===== src/rtl/dirb_pkg.sv =====
// shared constants for the interrupt, reset and bus strobe block
package dirb_pkg;
    // ************************************************************
    // widths and reset values
    // ************************************************************
    localparam int DIRB_DATA_W = 16;
    localparam int DIRB_PC_W = 12;
    localparam logic [DIRB_PC_W-1:0] DIRB_PC_RESET = 12'h000;
    localparam logic DIRB_SEL_RESET = 1'b1; // internal memory until sampled
    // ************************************************************
    // timing: strobe length in cycles at 50 MHz
    // ************************************************************
    localparam int DIRB_STROBE_CYCLES = 4;
    localparam logic [2:0] DIRB_CNT_ZERO = 3'h0;
    localparam logic [2:0] DIRB_CNT_ONE = 3'h1;
    // bus sequencer states
    typedef enum logic [1:0] {DIRB_IDLE, DIRB_WRITE, DIRB_READ} dirb_state_e;
endpackage


===== src/rtl/dirb_ctrl.sv =====
// interrupt pins, reset and mode sampling, and parallel bus strobes
// Functional notes
// - falling edge on interrupt pin raises request
// - nmi taken whatever the global mask
// - shared select pin sampled during reset
// - high selects internal, low external memory
// - write strobe low exactly while driving bus
// - read strobe low while accepting bus data
// - reset holds program counter at zero
// - data bus released except during writes
module dirb_ctrl
    import dirb_pkg::*;
#(
    parameter int DATA_W = DIRB_DATA_W,
    parameter int PC_W = DIRB_PC_W,
    parameter int STROBE_CYCLES = DIRB_STROBE_CYCLES
) (
    // clock and logic reset
    input wire logic clk,
    input wire logic rst_n,
    // device pins (asynchronous)
    input wire logic chip_reset_n,
    input wire logic ext_irq_n,
    input wire logic nmi_sel_n,
    // parallel data bus, split into in, out and enable
    input wire logic [DATA_W-1:0] bus_data_in,
    output logic [DATA_W-1:0] bus_data_out,
    output logic bus_data_oe,
    output logic write_strobe_n,
    output logic read_strobe_n,
    // core side: status word mask and interrupt handshake
    input wire logic global_irq_mask,
    input wire logic ext_irq_ack,
    input wire logic nmi_ack,
    output logic ext_irq_take,
    output logic nmi_take,
    // core side: bus requests
    input wire logic wr_req,
    input wire logic [DATA_W-1:0] wr_data,
    input wire logic rd_req,
    output logic bus_busy,
    output logic [DATA_W-1:0] rd_data,
    output logic rd_valid,
    // core side: program counter and mode
    input wire logic pc_step,
    input wire logic pc_load,
    input wire logic [PC_W-1:0] pc_load_value,
    output logic [PC_W-1:0] program_counter,
    output logic program_memory_select,
    output logic in_reset
);
    // ************************************************************
    // pin synchronisers
    // ************************************************************
    logic rs_s1_reg, rs_s2_reg;
    logic int_s1_reg, int_s2_reg, int_s3_reg;
    logic nmi_s1_reg, nmi_s2_reg, nmi_s3_reg;
    logic [DATA_W-1:0] d_s1_reg, d_s2_reg;
    logic int_fall, nmi_fall;

    // two flops per pin; the interrupt pins add a third flop so the second and third feed the edge detect
    always_ff @(posedge clk or negedge rst_n) begin
        if (!rst_n) begin
            rs_s1_reg <= 1'b0;
            rs_s2_reg <= 1'b0;
            int_s1_reg <= 1'b1;
            int_s2_reg <= 1'b1;
            int_s3_reg <= 1'b1;
            nmi_s1_reg <= 1'b1;
            nmi_s2_reg <= 1'b1;
            nmi_s3_reg <= 1'b1;
            d_s1_reg <= '0;
            d_s2_reg <= '0;
        end else begin
            rs_s1_reg <= chip_reset_n;
            rs_s2_reg <= rs_s1_reg;
            int_s1_reg <= ext_irq_n;
            int_s2_reg <= int_s1_reg;
            int_s3_reg <= int_s2_reg;
            nmi_s1_reg <= nmi_sel_n;
            nmi_s2_reg <= nmi_s1_reg;
            nmi_s3_reg <= nmi_s2_reg;
            d_s1_reg <= bus_data_in;
            d_s2_reg <= d_s1_reg;
        end
    end

    // edges only; a level held low never repeats a request
    assign int_fall = int_s3_reg & ~int_s2_reg;
    assign nmi_fall = nmi_s3_reg & ~nmi_s2_reg;

    // ************************************************************
    // reset state and mode sampling
    // ************************************************************
    // in_reset follows the synchronised pin, so it lags by three cycles
    always_ff @(posedge clk or negedge rst_n) begin
        if (!rst_n) begin
            in_reset <= 1'b1;
        end else begin
            in_reset <= ~rs_s2_reg;
        end
    end

    // the pin is a mode strap while reset is low, last value kept
    always_ff @(posedge clk or negedge rst_n) begin
        if (!rst_n) begin
            program_memory_select <= DIRB_SEL_RESET;
        end else if (!rs_s2_reg) begin
            program_memory_select <= nmi_s2_reg;
        end
    end

    // ************************************************************
    // program counter
    // ************************************************************
    always_ff @(posedge clk or negedge rst_n) begin
        if (!rst_n) begin
            program_counter <= DIRB_PC_RESET;
        end else if (!rs_s2_reg) begin
            program_counter <= DIRB_PC_RESET;
        end else if (pc_load) begin
            program_counter <= pc_load_value;
        end else if (pc_step) begin
            program_counter <= program_counter + 1'b1;
        end
    end

    // ************************************************************
    // interrupts
    // ************************************************************
    logic ext_pend_reg;

    // set wins over acknowledge; reset time drops pending events
    always_ff @(posedge clk or negedge rst_n) begin
        if (!rst_n) begin
            ext_pend_reg <= 1'b0;
            nmi_take <= 1'b0;
        end else if (!rs_s2_reg) begin
            ext_pend_reg <= 1'b0;
            nmi_take <= 1'b0;
        end else begin
            ext_pend_reg <= int_fall | (ext_pend_reg & ~ext_irq_ack);
            nmi_take <= nmi_fall | (nmi_take & ~nmi_ack);
        end
    end

    // mask gates the maskable source only; pending survives while masked
    always_ff @(posedge clk or negedge rst_n) begin
        if (!rst_n) begin
            ext_irq_take <= 1'b0;
        end else begin
            ext_irq_take <= ext_pend_reg & ~global_irq_mask & ~ext_irq_ack & rs_s2_reg;
        end
    end

    // ************************************************************
    // bus sequencer
    // ************************************************************
    dirb_state_e state_reg;
    logic [2:0] cnt_reg;
    logic idle_ok;

    assign idle_ok = (state_reg == DIRB_IDLE) && rs_s2_reg;

    // write wins over read when both are requested together
    always_ff @(posedge clk or negedge rst_n) begin
        if (!rst_n) begin
            state_reg <= DIRB_IDLE;
            cnt_reg <= DIRB_CNT_ZERO;
        end else if (!rs_s2_reg) begin
            state_reg <= DIRB_IDLE;
            cnt_reg <= DIRB_CNT_ZERO;
        end else begin
            case (state_reg)
                DIRB_IDLE: begin
                    // loaded with the full length so the strobe stays low STROBE_CYCLES
                    cnt_reg <= 3'(STROBE_CYCLES);
                    if (wr_req) begin
                        state_reg <= DIRB_WRITE;
                    end else if (rd_req) begin
                        state_reg <= DIRB_READ;
                    end
                end
                DIRB_WRITE, DIRB_READ: begin
                    cnt_reg <= cnt_reg - 1'b1;
                    if (cnt_reg == DIRB_CNT_ONE) begin
                        state_reg <= DIRB_IDLE;
                    end
                end
                default: begin
                    state_reg <= DIRB_IDLE;
                end
            endcase
        end
    end

    // strobes and enable from one flop set; oe and write strobe never part
    always_ff @(posedge clk or negedge rst_n) begin
        if (!rst_n) begin
            write_strobe_n <= 1'b1;
            bus_data_oe <= 1'b0;
            read_strobe_n <= 1'b1;
            bus_busy <= 1'b0;
        end else begin
            if (idle_ok && wr_req) begin
                write_strobe_n <= 1'b0;
                bus_data_oe <= 1'b1;
            end else if (!rs_s2_reg || (state_reg == DIRB_WRITE && cnt_reg == DIRB_CNT_ONE)) begin
                write_strobe_n <= 1'b1;
                bus_data_oe <= 1'b0;
            end
            if (idle_ok && !wr_req && rd_req) begin
                read_strobe_n <= 1'b0;
            end else if (!rs_s2_reg || (state_reg == DIRB_READ && cnt_reg == DIRB_CNT_ONE)) begin
                read_strobe_n <= 1'b1;
            end
            bus_busy <= idle_ok ? (wr_req | rd_req) :
                (rs_s2_reg && !(state_reg != DIRB_IDLE && cnt_reg == DIRB_CNT_ONE));
        end
    end

    // data captured on the last strobe cycle; synchroniser lag means
    // the sample was taken two cycles earlier, still under the strobe
    always_ff @(posedge clk or negedge rst_n) begin
        if (!rst_n) begin
            bus_data_out <= '0;
            rd_data <= '0;
            rd_valid <= 1'b0;
        end else begin
            rd_valid <= 1'b0;
            if (idle_ok && wr_req) begin
                bus_data_out <= wr_data;
            end
            if (rs_s2_reg && state_reg == DIRB_READ && cnt_reg == DIRB_CNT_ONE) begin
                rd_data <= d_s2_reg;
                rd_valid <= 1'b1;
            end
        end
    end
endmodule // dirb_ctrl


===== config.mk =====
export PLATFORM = sky130hd
export DESIGN_NAME = dirb_ctrl
export DESIGN_NICKNAME = d
export VERILOG_FILES = /design/src/rtl/dirb_pkg.sv /design/src/rtl/dirb_ctrl.sv
export SDC_FILE = /design/constraint.sdc
export NUM_CORES = 1
export LEC_CHECK = 0
export BUFFER_PORTS_ARGS = -buffer_cell sky130_fd_sc_hd__buf_2
export CAP_MARGIN = 5
export CORE_MARGIN = 4
export CORE_UTILIZATION = 46
export DETAILED_ROUTE_END_ITERATION = 7
export GPL_TIMING_DRIVEN = 0
export PLACE_DENSITY_LB_ADDON = 0.15
export SYNTH_ARGS = -nofsm -noshare
export SYNTH_HDL_FRONTEND = slang
export SYNTH_SLANG_ARGS = --single-unit

===== constraint.sdc =====
create_clock -name clk -period 1.5 [get_ports clk]
set_input_delay 0.15 -clock clk [delete_from_list [all_inputs] [get_ports clk]]
set_output_delay 0.15 -clock clk [all_outputs]
set_load 0.01 [all_outputs]

### Yosys cells after proc, flatten, opt, wreduce, memory -nomap -nowiden

Cells that the tools add are included.

* bits in registers: 99
* bits in latches: 0
* bits in writable memories: 0
* ROM bits: 0
* input port bits: 56
* output and inout port bits: 53
* memories: 0

* add/sub/neg operators: 2
* multipliers: 0
* divide/modulo/power cells: 0
* magnitude comparators: 0
* equality and inequality tests: 7
* shifts and indexed selects: 0
* multiplexer cells: 20
* bitwise logic cells: 16
* reductions and logical operators: 21

Operators by type and width (count)
* 2-to-1 mux 12 bit: 3
* adder 12 x 1 -> 12 bit (second input constant): 1
* logical AND 1 bit: 10
* 2-to-1 mux 1 bit: 10
* 2-to-1 mux 2 bit: 4
* AND 1 bit: 7
* != test 3 bit (second input constant): 2
* inverter 1 bit: 6
* one-hot mux 3 bit (2 select lines): 1
* nonzero test 2 bit: 3
* != test 4 bit (second input constant): 1
* one-hot mux 2 bit (2 select lines): 1
* == test 3 x 1 -> 1 bit (second input constant): 1
* zero test 1 bit: 3
* 2-to-1 mux 3 bit: 1
* != test 3 x 1 -> 1 bit (second input constant): 1
* bitwise OR 1 bit: 3
* subtractor 3 x 1 -> 3 bit (second input constant): 1
* == test 2 x 1 -> 1 bit (second input constant): 1
* == test 2 bit (second input constant): 1
* zero test 2 bit: 1
* logical OR 1 bit: 2
* AND reduction 2 bit: 1
* OR reduction 2 bit: 1

### Logic depth before layout (Yosys ltp)

Gate-level depths: netlist of run 1.

* word-level depth: 5
* gate-level depth with buffers: 6

### Worst setup path after synthesis of run 1

OpenSTA, ideal clock, no wires.

* path type: register -> register
* start point: register cnt_reg[0]
* end point: register rd_data[10]
* data arrival time: 1.415 ns
* data required time: 1.375 ns
* setup slack: -0.040 ns
* stages on the path, launching flop included: 6
* clock period less this slack: 1.540 ns
* cell sequence: dfrtp_1 ha_1 nor2b_4 nand3_2 buf_2 mux2_2

* word-level cells in the longest chain between the ends: 2

Ends and longest elaborated chain
* start, declared: RTL line dirb_ctrl.sv:160 `logic [2:0] cnt_reg;`
* start signal, assigned: RTL line dirb_ctrl.sv:177 `cnt_reg <= 3'(STROBE_CYCLES);`
* start signal, assigned: RTL line dirb_ctrl.sv:185 `cnt_reg <= cnt_reg - 1'b1;`
* == test 3 x 1 -> 1 bit: RTL line dirb_ctrl.sv:234 `if (rs_s2_reg && state_reg == DIRB_READ && cnt_reg == DIRB_CNT_ONE) begin`
* logical AND 1 bit: RTL line dirb_ctrl.sv:234
* end signal, assigned: RTL line dirb_ctrl.sv:235 `rd_data <= d_s2_reg;`
* end, declared: RTL line dirb_ctrl.sv:42 `output logic [DATA_W-1:0] rd_data,`

Every way passes these cells.
A chain may end at the register's enable or synchronous reset.

### Worst setup path after layout of run 1

* start point: register cnt_reg[1]
* end point: register rd_data[8]

The elaborated chain is that of the path after synthesis.

==> run summary, run 1 <==
Status - finished clean
H-tree depth - 3
Drt pass-1 iters - 4
Clk sinks - 99
Crit-path cells - inv_2 > ha_4 > nor2b_4 > nand3_4 > buf_8 > mux2_2
Worst Max-Slew Pin Slew - 557 ps
CTS Buf Count - 9
Crit start category - flop
Worst EP arrival - 1730 ps
Max-cap violations - 0
Clk_skew - 10.4 ps
Post-layout nets - 470
Routed Wire Length - 7120 microns
Vias per cell - 4.68
Commonest non-fill, non-tap cell in the layout - buf_2
Synth area leader - dfrtp_1
Area of the die - 9280 sq um
Synth top area cells - dfrtp_1 62%, mux2_2 10%, dfstp_2 7.3%
Syn avg cell area - 14.6 sq um
Cell family with most CP delay - flip-flops
Top cell type's share of synthesized area - 0.621
Hold crit path type - primary input to flop
Slowest Stage Delay on Critical Path - 410 ps
Maximum fanout along the worst path - 10
First-pass GRT wire length - 11,800 microns
Peak supply drop - 0.000975 V
Endpoints failing hold - 0
Worst Setup SP - cnt_reg[1]
Layout area overhead - 38.2%
DR DRC count - 0
Antenna violations before repair - 0
Fmax - 0.676 GHz
Worst R2R Start - cnt_reg[1]
R2R setup slack - 20 ps
Slowest CP cell - dfrtp_1
Req. time, crit path - 1750 ps
Initial DRC count - 59
Antenna diodes - 0
Total power - 0.00714 W
Worst R2R End - rd_data[8]
Final cell utilization of the core - 0.670
Max Buffers Root-to-Sink - 2
Critical Path Sink Type - flop
Final setup fails - 0
Crit Path Class - flop to flop
Hold Crit Depth - 2
Cells after Synth - 246
Vias in the first global route - 2,566
Ys Warns - 0
Share of the yosys chip area belonging to registers - 0.694
R2R cell count - 6
Root buf cell - clkbuf_8
Post-Syn Area - 3590 sq um
Via count - 2,395
Core area - 7410 sq um
Initial core utilization - 0.484
#FFs+latches synth - 99
IO Pins - 109
Detail Route Antenna Nets - 0
I/O Buffers - 107
Period utilization - 0.987
RSZ-0062 raised after global routing - yes
Hold path startpoint - wr_data[15]
Most frequent cells in the layout - 108 x buf_2, 87 x dfrtp_1, 34 x dlygate4sd3_1
Drt wl/cell - 13.9 microns
CTS tree - built
Die Span X - 96.3 microns
Fraction of layout cells with a size suffix above 1 - 0.477
Clock-pin transition on the worst setup and hold timing paths - 100 ps
Slew Limit Fails - 0
GR Util All Layers - 0.168
Hold Path Sink - bus_data_out[15]
Rows - 31
GRT overflow - 0
Syn_nets - 308
Worst path bufs/invs - 2
Die height - 96.3 microns
Leak - 2.41 nW
Worst rel slew slack - 0.629
P per Cell Area - 1440 nW/um^2
Synth unique cells - 32
RePlAce Congestion - 0.772
Worst skew pair latency - 360 ps
Placement Cell Area - 4280 sq um
Pin count of the biggest net entering global routing - 58
Final instance area - 4960 sq um
Minimum period implied by the final worst setup slack - 1480 ps
HPWL Detailed - 4650 microns
==> cell type report <==
| cell class | instances | area [sq um] |
|---|---|---|
| flip-flops and latches | 99 | 2490 |
| clock inverters | 7 | 70.1 |
| fillers | 589 | 2450 |
| plain buffers | 6 | 37.5 |
| well taps | 99 | 124 |
| inverters | 8 | 30.0 |
| multi-input cells | 133 | 1110 |
| clock buffers | 9 | 124 |
| repair buffers | 151 | 977 |
==> power breakdown <==
group | switching (W) | total (W) | leakage (nW) | internal (W)
Sequential | 0.000283 | 0.00349 | 1.20 | 0.00321
Clock | 0.000990 | 0.00164 | 0.101 | 0.000652
Combinational | 0.000953 | 0.00201 | 1.10 | 0.00105
==> timing repair <==
item,in CTS,in global routing
gates cloned,0,1
hold buffers,31,3
endpoints found under the setup margin,19,38
gates resized for setup,4,14
pin swaps,1,1
buffers inserted,5,4
endpoints found under the hold margin,63,3
==> layer usage <==
layer | wire length, microns | up-vias | track usage
met5 | 0 | - | 0
met4 | 54 | 0 | 0.0491
met3 | 545 | 6 | 0.0704
met2 | 3620 | 70 | 0.281
met1 | 2900 | 1160 | 0.198
li1 | - | 1159 | -
==> logic make-up (layout without fill, tap and decap cells) <==
logic type / after synthesis / in the layout / synth area share
flops: 99 / 99 / 0.694
fa+ha+maj: 6 / 6 / 0.0209
buf+inv: 15 / 181 / 0.0171
compound gates: 35 / 35 / 0.0537
simple gates: 44 / 45 / 0.0760
mux: 35 / 35 / 0.109
xor+xnor: 12 / 12 / 0.0293
==> synth_stat cells, drive strengths merged <==
master / instances
dfstp: 10
inv: 8
mux2: 33
buf: 4
nor2: 11
nor2b: 2
o21a: 3
a211oi: 1
nand3: 7
nand2: 10
o31ai: 1
o22ai: 1
nor4: 2
o21ai: 11
dfrtp: 89
and3b: 1
nor3: 3
nand3b: 1
mux2i: 2
ha: 6
a2bb2oi: 1
a21oi: 17
nand2b: 4
xnor2: 8
xor2: 4
nand4: 3
clkbuf: 3
==> metrics by stage <==
| step | instances | hold WS (ps) | TNS [ps] | worst slack [ps] |
|---|---|---|---|---|
| floorplan | 246 | -146 | 0 | 10.8 |
| global placement | 452 | 257 | -66180 | -695 |
| detailed placement | 453 | 183 | -3190 | -201 |
| CTS | 504 | 1.52 | 0 | 0.909 |
| global route | 512 | 1.79 | -454 | -55.0 |
| finish | 512 | 22.8 | 0 | 20.2 |
==> worst max path at each step <==
stage / depth (start not counted) / slack (ps) / end
after floorplan: 5 / 10 / bus_data_out[10]
after global placement: 1 / -700 / bus_data_out[5]
after CTS: 5 / 0.9 / rd_data[8]
final: 6 / 20 / rd_data[8]
after global routing: 6 / -60 / rd_data[8]
after detailed placement: 5 / -200 / bus_data_out[10]
(Power assumes the default switching activity.)
==> run 2, diff against run 1 <==
Settings changed: CORE_UTILIZATION 46 to 50.
Clock period 1.5 ns to 1.8 ns, I/O delays scaled along.
==> run summary, run 2 (same netlist as run 1, synthesis figures left out) <==
Area of the die - 8600 sq um (-7.4%)
Core area - 6870 sq um (-7.3%)
CTS tree - built
Fraction of layout cells with a size suffix above 1 - 0.460 (-0.0166)
Peak supply drop - 0.000678 V (-31%)
Final instance area - 4720 sq um (-4.9%)
Hold_ws - 48.7 ps (+25.9 ps)
Worst Setup SP - cnt_reg[1]
Hold path startpoint - wr_data[5]
Detail Route Antenna Nets - 0 (unchanged)
Commonest non-fill, non-tap cell in the layout - buf_2
GRT overflow - 0 (unchanged)
Antenna violations before repair - 0 (unchanged)
Period utilization - 0.941 (-0.0456)
Slew Limit Fails - 0 (unchanged)
I/O Buffers - 107 (unchanged)
Pin count of the biggest net entering global routing - 52 (-10%)
DR DRC count - 0 (unchanged)
Crit-path cells - inv_1 > ha_1 > nor2b_4 > nand3_2 > buf_4 > mux2_2
Clk sinks - 99 (unchanged)
Root buf cell - clkbuf_8
GR Util All Layers - 0.169 (+0.00132)
Max-cap violations - 0 (unchanged)
P per Cell Area - 1250 nW/um^2 (-13%)
Worst Max-Slew Pin Slew - 621 ps (+63.4 ps)
Clock-pin transition on the worst setup and hold timing paths - 100 ps (about the same)
Slowest CP cell - dfrtp_1
Initial DRC count - 35 (-41%)
Max Buffers Root-to-Sink - 2 (unchanged)
Crit start category - flop
Antenna diodes - 0 (unchanged)
Die Span X - 92.7 microns (-3.7%)
Worst EP arrival - 1940 ps (+210 ps)
H-tree depth - 3 (unchanged)
First-pass GRT wire length - 11,400 microns (-3.5%)
Vias in the first global route - 2,450 (-4.5%)
Post-layout nets - 448 (-4.7%)
Drt wl/cell - 14.1 microns (+1.2%)
Worst rel slew slack - 0.586 (-0.0423)
Maximum fanout along the worst path - 10 (unchanged)
Fillers - 535 (-9.2%)
Cell family with most CP delay - simple AND/OR/NAND/NOR gates
Critical Path Sink Type - flop
Crit Path Class - flop to flop
Hold crit path type - primary input to flop
Via count - 2,324 (-3.0%)
Worst R2R Start - cnt_reg[1]
Req. time, crit path - 2040 ps (+290 ps)
Initial core utilization - 0.522 (+0.0380)
Clk_skew - 9.66 ps (-0.743 ps)
Layout area overhead - 31.4%
Status - finished clean
Most frequent cells in the layout - 109 x buf_2, 89 x dfrtp_1, 33 x mux2_2
RSZ-0062 raised after global routing - no
Leak - 2.31 nW (-4.1%)
IO Pins - 109 (unchanged)
Fmax - 0.590 GHz (-13%)
Final setup fails - 0 (unchanged)
Placement Cell Area - 4270 sq um (-0.20%)
Slowest Stage Delay on Critical Path - 390 ps (-20 ps)
Drt pass-1 iters - 4 (unchanged)
Die height - 92.7 microns (-3.7%)
Routed Wire Length - 6850 microns (-3.8%)
CTS Buf Count - 9 (unchanged)
Endpoints failing hold - 0 (unchanged)
Minimum period implied by the final worst setup slack - 1690 ps (+214 ps)
Rows - 30 (-3.2%)
Vias per cell - 4.77 (+2.0%)
HPWL Detailed - 4710 microns (+1.2%)
RePlAce Congestion - 0.765 (-0.86%)
Worst path bufs/invs - 2 (unchanged)
Total power - 0.00591 W (-17%)
Worst skew pair latency - 360 ps (about the same)
==> run 2: cell type report <==
class                   instances  area [sq um]  area share
inverters                       8          30.0     0.00637
multi-input cells             132          1050       0.222
clock inverters                 7          95.1      0.0202
plain buffers                   7          33.8     0.00716
well taps                      96           120      0.0255
repair buffers                129           776       0.164
clock buffers                   9           124      0.0263
flip-flops and latches         99          2490       0.528
==> run 2: stage by stage <==
step                setup TNS, ps  cells  setup WS (ps)  utilization
CTS                             0    487           8.76        0.685
global placement           -36010    449           -409        0.618
detailed placement              0    450           21.2        0.622
global route                    0    487           20.2        0.687
finish                          0    487            106        0.687
floorplan                       0    246            260            -
==> run 2: what timing repair did <==
action                                  4_1_cts  5_1_grt
endpoints found under the setup margin        0       11
hold endpoints to repair                     66        0
buffers inserted                              0        0
resized for setup                             0        4
hold buffers                                 21        0
==> run 2: path summary, 6_finish.rpt <==
kind                                      end  cells past startpoint  slack [ps]
max in group asynchronous          nmi_s2_reg                      3         710
min                           bus_data_out[5]                      2          50
min in group asynchronous  program_counter[5]                      2         380
min reg2reg                       d_s2_reg[2]                      0         360
max reg2reg                       rd_data[12]                      6         110
max                               rd_data[12]                      6         110
==> run 2: routing by layer <==
layer  vias to the layer above  track usage  part of all wire
met5                         -            0                 0
met4                         0       0.0659            0.0098
met3                         7       0.0520             0.077
met2                        79        0.280              0.50
met1                      1125        0.209              0.41
li1                       1113            -                 -
==> run 2: worst register-to-register path: stages, from the launching register on <==
cell,delay [ps]
dfrtp_1,390
inv_1,80
ha_1,150
nor2b_4,200
nand3_2,230
buf_4,260
mux2_2,290
==> run 2: report_power, final <==
group	total (W)	internal [W]	switching [W]
clock network	0.00150	0.000683	0.000813
logic	0.00151	0.000772	0.000741
registers	0.00290	0.00267	0.000224
